**src/logic/icg_consts.vh**
```
/*
 constants of the clock generator configuration block: register offsets,
 field positions, reset values, decode tables and timing counts.
 assumes inclusion by bare name from the design files of this block.
*/
`ifndef ICG_CONSTS_VH
`define ICG_CONSTS_VH

// register byte offsets on the apb bus
`define ICG_OFS_CTL1 12'h000
`define ICG_OFS_CTL2 12'h004
`define ICG_OFS_STAT1 12'h008
`define ICG_OFS_STAT2 12'h00C
`define ICG_OFS_TRIM 12'h010

// clock_control_one fields
`define ICG_C1_HGO 7
`define ICG_C1_RANGE 6
`define ICG_C1_EXTERNAL_REFERENCE_SELECT 5
`define ICG_C1_MODE_HI 4
`define ICG_C1_MODE_LO 3
`define ICG_C1_OSCILLATOR_STOP_ENABLE 2
`define ICG_C1_LOSS_OF_CLOCK_DISABLE 1
`define ICG_C1_RSVD 0

// clock_control_two fields
`define ICG_C2_LOCK_LOSS_RESET_ENABLE 7
`define ICG_C2_MFD_HI 6
`define ICG_C2_MFD_LO 4
`define ICG_C2_CLOCK_LOSS_RESET_ENABLE 3
`define ICG_C2_RFD_HI 2
`define ICG_C2_RFD_LO 0

// first and second status register fields
`define ICG_S1_MODE_HI 7
`define ICG_S1_MODE_LO 6
`define ICG_S1_LOLS 4
`define ICG_S1_LOCK 3
`define ICG_S1_LOCS 2
`define ICG_S1_FLAG 0
`define ICG_S2_OSCILLATOR_STABLE_FLAG 0

// clock modes
`define ICG_MODE_SCM 2'h0
`define ICG_MODE_FEI 2'h1
`define ICG_MODE_FBE 2'h2
`define ICG_MODE_FEE 2'h3

// reset values
`define ICG_CTL1_RST 8'h00
`define ICG_CTL2_RST 8'h00
`define ICG_TRIM_RST 8'h80

// prescale, reference divider, multiplier base
`define ICG_P_LOW 7'h40
`define ICG_P_HIGH 7'h01
`define ICG_IRG_DIV 16'h0007
`define ICG_N_BASE 5'h04
`define ICG_SCM_KHZ 32'h00001F40

// timing: mode switch settle time in ns, clock period in ns
`define ICG_CLK_PERIOD_NS 100
`define ICG_MODE_SETTLE_NS 800
`define ICG_MODE_SETTLE_CYC ((`ICG_MODE_SETTLE_NS + `ICG_CLK_PERIOD_NS - 1) / `ICG_CLK_PERIOD_NS)

`endif

```
**src/logic/icg_config.v**
```verilog
/*
 configuration logic of the internal clock generator: apb register file,
 mode selection, frequency setting and loss-of-lock / loss-of-clock requests.
 assumes: the analog oscillator, dco and reference report their state on
 synchronous inputs; frequencies are exchanged as kHz figures.
*/
// The register addresses and the APB interface to the registers are this design's own decisions.
`timescale 1ns/100ps
`include "icg_consts.vh"

module icg_config #(
    parameter FREQ_W = 32,
    parameter SETTLE_CYC = `ICG_MODE_SETTLE_CYC
) (
    // clock and reset
    input wire CLK,
    input wire RST,
    // apb slave
    input wire PSEL,
    input wire PENABLE,
    input wire PWRITE,
    input wire [11:0] PADDR,
    input wire [31:0] PWDATA,
    output reg [31:0] PRDATA,
    output reg PREADY,
    output reg PSLVERR,
    // analog side status
    input wire [15:0] EXT_FREQ_KHZ,
    input wire [15:0] IRG_FREQ_KHZ,
    input wire LOCK_LOST,
    input wire CLOCK_LOST,
    input wire FLL_LOCKED,
    input wire DCO_STABLE,
    input wire STOP_MODE,
    // analog side control
    output reg [1:0] CLOCK_MODE,
    output reg [FREQ_W-1:0] GEN_FREQ_KHZ,
    output reg [FREQ_W-1:0] BUS_FREQ_KHZ,
    output reg [7:0] TRIM_VALUE,
    output reg OSC_ENABLE,
    output reg HIGH_GAIN,
    output reg CRYSTAL_REQ,
    output reg LOSS_CLK_DETECT_EN,
    output reg IRQ_REQ,
    output reg RESET_REQ
);

////////////////////////////////////////////////////////////////////////////////
// decode functions

// multiplication factor n = 4 + 2 * field
function [4:0] mult_factor;
    input [2:0] fld;
    begin
        mult_factor = `ICG_N_BASE + {1'b0, fld, 1'b0};
    end
endfunction

// reduction divisor is 2 ** field, applied as a right shift
function [FREQ_W-1:0] reduce;
    input [FREQ_W-1:0] f;
    input [2:0] fld;
    begin
        reduce = f >> fld;
    end
endfunction

////////////////////////////////////////////////////////////////////////////////
// register state

reg [7:0] ctl1_r;
reg [7:0] ctl2_r;
reg [7:0] trim_r;
reg range_locked_r;
reg ext_locked_out_r;
reg mode_written_r;
reg [1:0] mode_r;
reg [7:0] settle_r;
reg flag_r;
reg lols_r;
reg locs_r;
reg pending_r;

wire apb_setup = PSEL & ~PENABLE;
wire apb_access = PSEL & PENABLE;
wire apb_done = apb_access & PREADY;
wire wr_en = apb_done & PWRITE;
wire hit_c1 = (PADDR == `ICG_OFS_CTL1);
wire hit_c2 = (PADDR == `ICG_OFS_CTL2);
wire hit_s1 = (PADDR == `ICG_OFS_STAT1);
wire hit_s2 = (PADDR == `ICG_OFS_STAT2);
wire hit_tr = (PADDR == `ICG_OFS_TRIM);
wire mapped = hit_c1 | hit_c2 | hit_s1 | hit_s2 | hit_tr;
wire [1:0] wr_mode = PWDATA[`ICG_C1_MODE_HI:`ICG_C1_MODE_LO];
wire busy = (settle_r != 8'h00);
// a mode write is still incomplete until the applied mode matches the field
wire mode_busy = pending_r | (ctl1_r[`ICG_C1_MODE_HI:`ICG_C1_MODE_LO] != mode_r);

////////////////////////////////////////////////////////////////////////////////
// apb slave: one wait state, so pready rises on the second access cycle
// unmapped offsets answer with an error, read as zero and leave every register alone

always @(posedge CLK or posedge RST)
begin
    if (RST)
    begin
        PREADY <= 1'b0;
        PRDATA <= 32'h00000000;
        PSLVERR <= 1'b0;
    end
    else if (apb_access & ~PREADY)
    begin
        PREADY <= 1'b1;
        PSLVERR <= ~mapped;
        PRDATA <= 32'h00000000;
        if (~PWRITE)
        begin
            if (hit_c1)
                PRDATA <= {24'h000000, ctl1_r[7:1], 1'b0};
            else if (hit_c2)
                PRDATA <= {24'h000000, ctl2_r};
            else if (hit_s1)
                PRDATA <= {24'h000000, mode_r, 1'b0, lols_r, FLL_LOCKED, locs_r, 1'b0, flag_r};
            else if (hit_s2)
                PRDATA <= {24'h000000, 7'h00, DCO_STABLE};
            else if (hit_tr)
                PRDATA <= {24'h000000, trim_r};
        end
    end
    else
    begin
        PREADY <= 1'b0;
        PSLVERR <= 1'b0;
        if (apb_setup)
            PRDATA <= 32'h00000000;
    end
end

////////////////////////////////////////////////////////////////////////////////
// control registers
// trim only steers the internal reference; the frequency figures do not use it

always @(posedge CLK or posedge RST)
begin
    if (RST)
    begin
        ctl1_r <= `ICG_CTL1_RST;
        ctl2_r <= `ICG_CTL2_RST;
        trim_r <= `ICG_TRIM_RST;
        range_locked_r <= 1'b0;
        ext_locked_out_r <= 1'b0;
        mode_written_r <= 1'b0;
    end
    else if (wr_en & hit_c1)
    begin
        ctl1_r[`ICG_C1_HGO] <= PWDATA[`ICG_C1_HGO];
        ctl1_r[`ICG_C1_OSCILLATOR_STOP_ENABLE] <= PWDATA[`ICG_C1_OSCILLATOR_STOP_ENABLE];
        ctl1_r[`ICG_C1_LOSS_OF_CLOCK_DISABLE] <= PWDATA[`ICG_C1_LOSS_OF_CLOCK_DISABLE];
        ctl1_r[`ICG_C1_RSVD] <= 1'b0;
        // range and reference select are write-once after reset
        if (~range_locked_r)
        begin
            ctl1_r[`ICG_C1_RANGE] <= PWDATA[`ICG_C1_RANGE];
            ctl1_r[`ICG_C1_EXTERNAL_REFERENCE_SELECT] <= PWDATA[`ICG_C1_EXTERNAL_REFERENCE_SELECT];
            range_locked_r <= 1'b1;
        end
        // a mode write during a pending switch is dropped
        if (~mode_busy & ~(ext_locked_out_r & wr_mode[1]))
        begin
            ctl1_r[`ICG_C1_MODE_HI:`ICG_C1_MODE_LO] <= wr_mode;
            mode_written_r <= 1'b1;
            // first mode write of 0x leaves the external pin unreserved
            if (~mode_written_r & ~wr_mode[1])
                ext_locked_out_r <= 1'b1;
        end
    end
    else if (wr_en & hit_c2)
    begin
        ctl2_r <= PWDATA[7:0];
    end
    else if (wr_en & hit_tr)
    begin
        trim_r <= PWDATA[7:0];
    end
end

////////////////////////////////////////////////////////////////////////////////
// mode switch: the applied mode follows the field after the settle time
// the settle count gives the analog side time to finish one switch before the next

always @(posedge CLK or posedge RST)
begin
    if (RST)
    begin
        mode_r <= `ICG_MODE_SCM;
        settle_r <= 8'h00;
        pending_r <= 1'b0;
    end
    else if (busy)
    begin
        settle_r <= settle_r - 8'h01;
        if (settle_r == 8'h01)
        begin
            mode_r <= ctl1_r[`ICG_C1_MODE_HI:`ICG_C1_MODE_LO];
            pending_r <= 1'b0;
        end
    end
    else if (ctl1_r[`ICG_C1_MODE_HI:`ICG_C1_MODE_LO] != mode_r)
    begin
        settle_r <= SETTLE_CYC[7:0];
        pending_r <= 1'b1;
    end
end

////////////////////////////////////////////////////////////////////////////////
// loss events: interrupt request or reset request
// the interrupt request stays up until software clears the flag; the reset request only follows the event

wire lol_evt = LOCK_LOST & ((mode_r == `ICG_MODE_FEI) | (mode_r == `ICG_MODE_FEE));
wire loc_evt = CLOCK_LOST & ~ctl1_r[`ICG_C1_LOSS_OF_CLOCK_DISABLE];
wire lol_irq = lol_evt & ~ctl2_r[`ICG_C2_LOCK_LOSS_RESET_ENABLE];
wire loc_irq = loc_evt & ~ctl2_r[`ICG_C2_CLOCK_LOSS_RESET_ENABLE];
wire flag_clr = wr_en & hit_s1 & PWDATA[`ICG_S1_FLAG];

always @(posedge CLK or posedge RST)
begin
    if (RST)
    begin
        flag_r <= 1'b0;
        lols_r <= 1'b0;
        locs_r <= 1'b0;
        IRQ_REQ <= 1'b0;
        RESET_REQ <= 1'b0;
    end
    else
    begin
        // a new interrupt event (lol_irq or loc_irq) in the clearing cycle keeps the flag set
        if (lol_irq | loc_irq)
            flag_r <= 1'b1;
        else if (flag_clr)
            flag_r <= 1'b0;
        if (lol_evt)
            lols_r <= 1'b1;
        else if (flag_clr)
            lols_r <= 1'b0;
        if (loc_evt)
            locs_r <= 1'b1;
        else if (flag_clr)
            locs_r <= 1'b0;
        IRQ_REQ <= (lol_irq | loc_irq) | (flag_r & ~flag_clr);
        RESET_REQ <= (lol_evt & ctl2_r[`ICG_C2_LOCK_LOSS_RESET_ENABLE]) | (loc_evt & ctl2_r[`ICG_C2_CLOCK_LOSS_RESET_ENABLE]);
    end
end

////////////////////////////////////////////////////////////////////////////////
// frequency computation
// products are formed at FREQ_W bits; 16-bit references times 64 times 18 still fit

reg [FREQ_W-1:0] freq_nxt;
reg [FREQ_W-1:0] ref_khz;
reg [6:0] presc;

always @*
begin
    presc = ctl1_r[`ICG_C1_RANGE] ? `ICG_P_HIGH : `ICG_P_LOW;
    ref_khz = {{(FREQ_W-16){1'b0}}, EXT_FREQ_KHZ};
    freq_nxt = `ICG_SCM_KHZ;
    case (mode_r)
        `ICG_MODE_FEE:
        begin
            freq_nxt = reduce(ref_khz * presc * mult_factor(ctl2_r[`ICG_C2_MFD_HI:`ICG_C2_MFD_LO]),
                              ctl2_r[`ICG_C2_RFD_HI:`ICG_C2_RFD_LO]);
        end
        `ICG_MODE_FEI:
        begin
            // internal reference always uses the low-range prescale
            ref_khz = {{(FREQ_W-16){1'b0}}, IRG_FREQ_KHZ / `ICG_IRG_DIV};
            freq_nxt = reduce(ref_khz * `ICG_P_LOW * mult_factor(ctl2_r[`ICG_C2_MFD_HI:`ICG_C2_MFD_LO]),
                              ctl2_r[`ICG_C2_RFD_HI:`ICG_C2_RFD_LO]);
        end
        `ICG_MODE_FBE:
        begin
            freq_nxt = reduce(ref_khz, ctl2_r[`ICG_C2_RFD_HI:`ICG_C2_RFD_LO]);
        end
        default:
        begin
            freq_nxt = `ICG_SCM_KHZ;
        end
    endcase
end

////////////////////////////////////////////////////////////////////////////////
// registered outputs to the analog side
// every output leaves a flip-flop, so the analog side never sees decode glitches

always @(posedge CLK or posedge RST)
begin
    if (RST)
    begin
        CLOCK_MODE <= `ICG_MODE_SCM;
        GEN_FREQ_KHZ <= `ICG_SCM_KHZ;
        BUS_FREQ_KHZ <= `ICG_SCM_KHZ >> 1;
        TRIM_VALUE <= `ICG_TRIM_RST;
        OSC_ENABLE <= 1'b0;
        HIGH_GAIN <= 1'b0;
        CRYSTAL_REQ <= 1'b0;
        LOSS_CLK_DETECT_EN <= 1'b1;
    end
    else
    begin
        CLOCK_MODE <= mode_r;
        GEN_FREQ_KHZ <= freq_nxt;
        BUS_FREQ_KHZ <= freq_nxt >> 1;
        TRIM_VALUE <= trim_r;
        // oscillator runs in external modes, gated off in stop unless enabled
        OSC_ENABLE <= mode_r[1] & (~STOP_MODE | ctl1_r[`ICG_C1_OSCILLATOR_STOP_ENABLE]);
        HIGH_GAIN <= ctl1_r[`ICG_C1_HGO];
        CRYSTAL_REQ <= ctl1_r[`ICG_C1_EXTERNAL_REFERENCE_SELECT] & mode_r[1];
        LOSS_CLK_DETECT_EN <= ~ctl1_r[`ICG_C1_LOSS_OF_CLOCK_DISABLE];
    end
end

endmodule // icg_config

```
**config.mk**
```make
export PLATFORM = sky130hd
export DESIGN_NAME = icg_config
export DESIGN_NICKNAME = d
export VERILOG_FILES = /design/src/logic/icg_config.v
export VERILOG_INCLUDE_DIRS = /design/src /design/src/logic
export SDC_FILE = /design/constraint.sdc
export NUM_CORES = 1
export LEC_CHECK = 0
export BUFFER_PORTS_ARGS = -buffer_cell sky130_fd_sc_hd__buf_4
export CORE_ASPECT_RATIO = 1.2
export CORE_MARGIN = 4
export CORE_UTILIZATION = 54
export CTS_BUF_LIST = sky130_fd_sc_hd__clkbuf_4 sky130_fd_sc_hd__clkbuf_8
export CTS_CLUSTER_SIZE = 8
export DETAILED_ROUTE_END_ITERATION = 6
export PLACE_DENSITY_LB_ADDON = 0.12
export SYNTH_ARGS = -nofsm -noshare
export SYNTH_HDL_FRONTEND = slang
export SYNTH_SLANG_ARGS = --single-unit
```
**constraint.sdc**
```tcl
create_clock -name CLK -period 6.99 [get_ports CLK]
set_input_delay 1.398 -clock CLK [delete_from_list [all_inputs] [get_ports CLK]]
set_output_delay 1.398 -clock CLK [all_outputs]
set_load 0.01 [all_outputs]
```
==> results.yml <==
status:
  outcome: "finished, violations left"
  violations: "design-rule violations, negative setup slack"
cts:
  clk_pin_slew_ns: 0.09
  htreeDepth: 3
  cts_tree: "yes"
  cts_buffers: 9
  clock_path_buffers: 2
  root_buffer: "clkbuf_8"
  worst_skew_pair.late_latency_ns: 0.36
  clock_sinks: 94
sta:
  rsz0062_at_grt: "true"
  max_slew_margin_pct: 31.2
  setup_viol: 27
  setup-tns-final_ns: -58.80
  finalCriticalPeriod_ns: 9.87
  fmax_ghz: 0.101
  period_share_pct: 141
  timing.hold.ws_ns: 0.382
  worst_pin_slew_ns: 1.03
  fin_worst_skew_ns: 0.0128
  drv_slew: 0
  hold_viol_final: 0
  worst_slack_ns: -2.88
grt:
  grt_usage_pct: 27.4
  grt_pass1_vias: 12200
  grt_max_degree: 72
  grt_use_met2_pct: 49.0
  grt_pass1_wl_um: 59200
  antenna_found_initial: 0
  grt_util_met1_pct: 35.1
  grt_util_met3_pct: 2.66
  overflow: 0
  grt-busiest-layer: "met2"
floorplanning:
  rows: 60
  core_area_sq_um: 22700
  ios: 200
  die-area_sq_um: 25800
  fp.dieW_um: 147
  start_util_pct: 55.5
  die_h_um: 175
synthesis:
  synth_ff_type: "dfrtp_1"
  yosys-top-cells-area: "dfrtp_1 (17%), ha_1 (12%), fa_1 (11%), nand2_1 (4.5%), inv_1 (4.3%)"
  yosysWarnings: 0
  synth-seq-cells: 94
  synth_most_common_cell: "nand2_1"
  syn_inst: 1504
  ys_seq_area_share_pct: 18.8
  synth_top_cell_area_share_pct: 16.9
  syn_area_sq_um: 12600
  ys_types: 97
  yosys.area.top_type: "dfrtp_1"
  synth_common_cells: "nand2_1 (152), inv_1 (143), ha_1 (117)"
  synth_area_per_cell_sq_um: 8.37
  synth_edf_count: 0
  async_flop_share_pct: 100
final_layout:
  drive_gt1_share_pct: 39.4
  fin_nets: 2153
  area_growth_pct: 38.9
  final_util_pct: 77.1
  fillCellCount: 1669
  antenna_cells: 0
place:
  portBuffers: 142
  dp_hpwl_um: 27800
  gp_congestion: 0.915
  dpl_worst_slack_ns: -3.22
pwr:
  p_clk_share_pct: 17.0
  p_int_w: 0.00131
  p_switching_w: 0.000773
  p_leak_nw: 8.69
  seq_power_share_pct: 28.7
  vdd_ir_drop_max_mv: 0.0996
  pwr-share-comb_pct: 54.3
  powerDensity_nw_per_um2: 119
  swShare_pct: 37.1
hold_path:
  hold_start: "trim_r[7]"
  hold_end: "TRIM_VALUE[7]"
  hold_class: "register to register"
  min_path_cells: 0
setup_path:
  r2r-end: "GEN_FREQ_KHZ[20]"
  end_kind: "register"
  timing_worst_setup_path_type: "input port to register"
  regToRegSetupSlack_ns: -0.17
  r2r-start: "ctl1_r[6]"
  cp_max_fo: 11
  crit_path_top_delay_cell: "fa_2"
  critical_path_required_ns: 7.23
  max_stage_delay_ns: 0.56
  reg2reg_depth: 32
  crit_top_cell: "a21oi_2"
  startpoint_type: "input port"
  cp.arrival_ns: 10.12
route:
  drt-total-wl_um: 36900
  dr.pass1.iters: 7
  antenna_left: 0
  avgRoutedWirePerCell_um: 16.8
  first_iter_violations: 723
  remaining_drc_errors: 6
  viasPerCell: 5.62
  vias: 12300
run:
  maxCapViolations: 0
power by group through the flow:
stage	logic, W	clock network, W	registers, W
2_1_floorplan	0.000547	0	0.000601
3_3_place_gp	0.000863	0	0.000605
3_5_place_dp	0.000883	0	0.000606
4_1_cts	0.00106	0.000360	0.000597
5_1_grt	0.00122	0.000377	0.000602
6_report	0.00113	0.000354	0.000597
placed cells by master (no fill, tap or decap), types with 8 or more instances in the layout:
cell / count
clkbuf_8: 9
a21o_1: 20
o21a_1: 8
xnor2_1: 25
nor3_1: 17
nand2_1: 147
or3_1: 8
mux2_2: 25
dfrtp_1: 85
or2_2: 9
nor2_1: 80
and2_1: 51
ha_1: 101
xor2_1: 17
inv_1: 137
fa_1: 65
nor4_1: 11
ha_4: 16
o21ai_0: 47
buf_6: 22
nor2b_1: 18
a211o_1: 10
dfstp_2: 9
a221oi_2: 9
o21bai_1: 22
conb_1: 34
mux2i_1: 13
o31ai_1: 8
nand2b_1: 34
and3_1: 15
nand4_1: 9
buf_4: 431
a21oi_1: 33
a21oi_2: 29
nand3_1: 24
o21ai_1: 13
sequential cells by signal, indices dropped and copies added (netlist names), 2 cells and up:
signal        count
trim_r            8
CLOCK_MODE        2
mode_r            2
settle_r          8
PRDATA            8
GEN_FREQ_KHZ     28
ctl1_r            7
ctl2_r            8
TRIM_VALUE        8
kinds of logic after synthesis:
group	synth area share, %
simple gates	19.5
compound gates	19.8
buf+inv	10.4
fa+ha+maj	22.9
flops	18.8
mux	4.97
xor+xnor	3.68
other cells	0.0298
worst max-delay path by stage:
stage                            end  slack, ns              from
finish              GEN_FREQ_KHZ[18]      -2.88  IRG_FREQ_KHZ[11]
global route        GEN_FREQ_KHZ[20]      -3.22  IRG_FREQ_KHZ[13]
CTS                 GEN_FREQ_KHZ[20]      -2.53  IRG_FREQ_KHZ[10]
detailed placement  GEN_FREQ_KHZ[19]      -3.22  IRG_FREQ_KHZ[13]
global placement    GEN_FREQ_KHZ[21]      -3.07  IRG_FREQ_KHZ[13]
floorplan           GEN_FREQ_KHZ[20]      -2.76  IRG_FREQ_KHZ[11]
routing by layer:
| metal | wire length, um | vias up |
|---|---|---|
| met5 | 0 | - |
| met4 | 1000 | 0 |
| met3 | 1980 | 70 |
| met2 | 18600 | 389 |
| met1 | 15300 | 5965 |
| li1 | - | 5919 |
per-stage QoR:
stage	instances	instance area [sq um]	power [W]
floorplan	1537	13000	0.00115
global placement	2106	15600	0.00147
detailed placement	2106	15600	0.00149
CTS	2184	17000	0.00202
global route	2196	17500	0.00220
finish	2196	17500	0.00208
layout make-up:
| type | count | area [sq um] | area share (%) |
|---|---|---|---|
| multi-input cells | 1168 | 10300 | 59.0 |
| repair buffers | 462 | 3670 | 21.0 |
| well taps | 310 | 388 | 2.22 |
| clock inverters | 7 | 73.8 | 0.422 |
| flip-flops and latches | 94 | 2360 | 13.5 |
| clock buffers | 9 | 124 | 0.708 |
| inverters | 146 | 549 | 3.14 |
critical path, delay by kind of cell:
family / cells / cell delay (ns)
compound gates: 22 / 4.22
xor+xnor: 1 / 0.10
fa+ha+maj: 5 / 1.79
buf+inv: 5 / 0.52
simple gates: 9 / 2.05
repair_timing:
action	4_1_cts	5_1_grt
cloned	2	0
endpoints found under the setup margin	27	27
setup buffers	60	24
resized for setup	155	65
hold buffers	0	0
pin swaps	74	70
(Power assumes the default switching activity.)
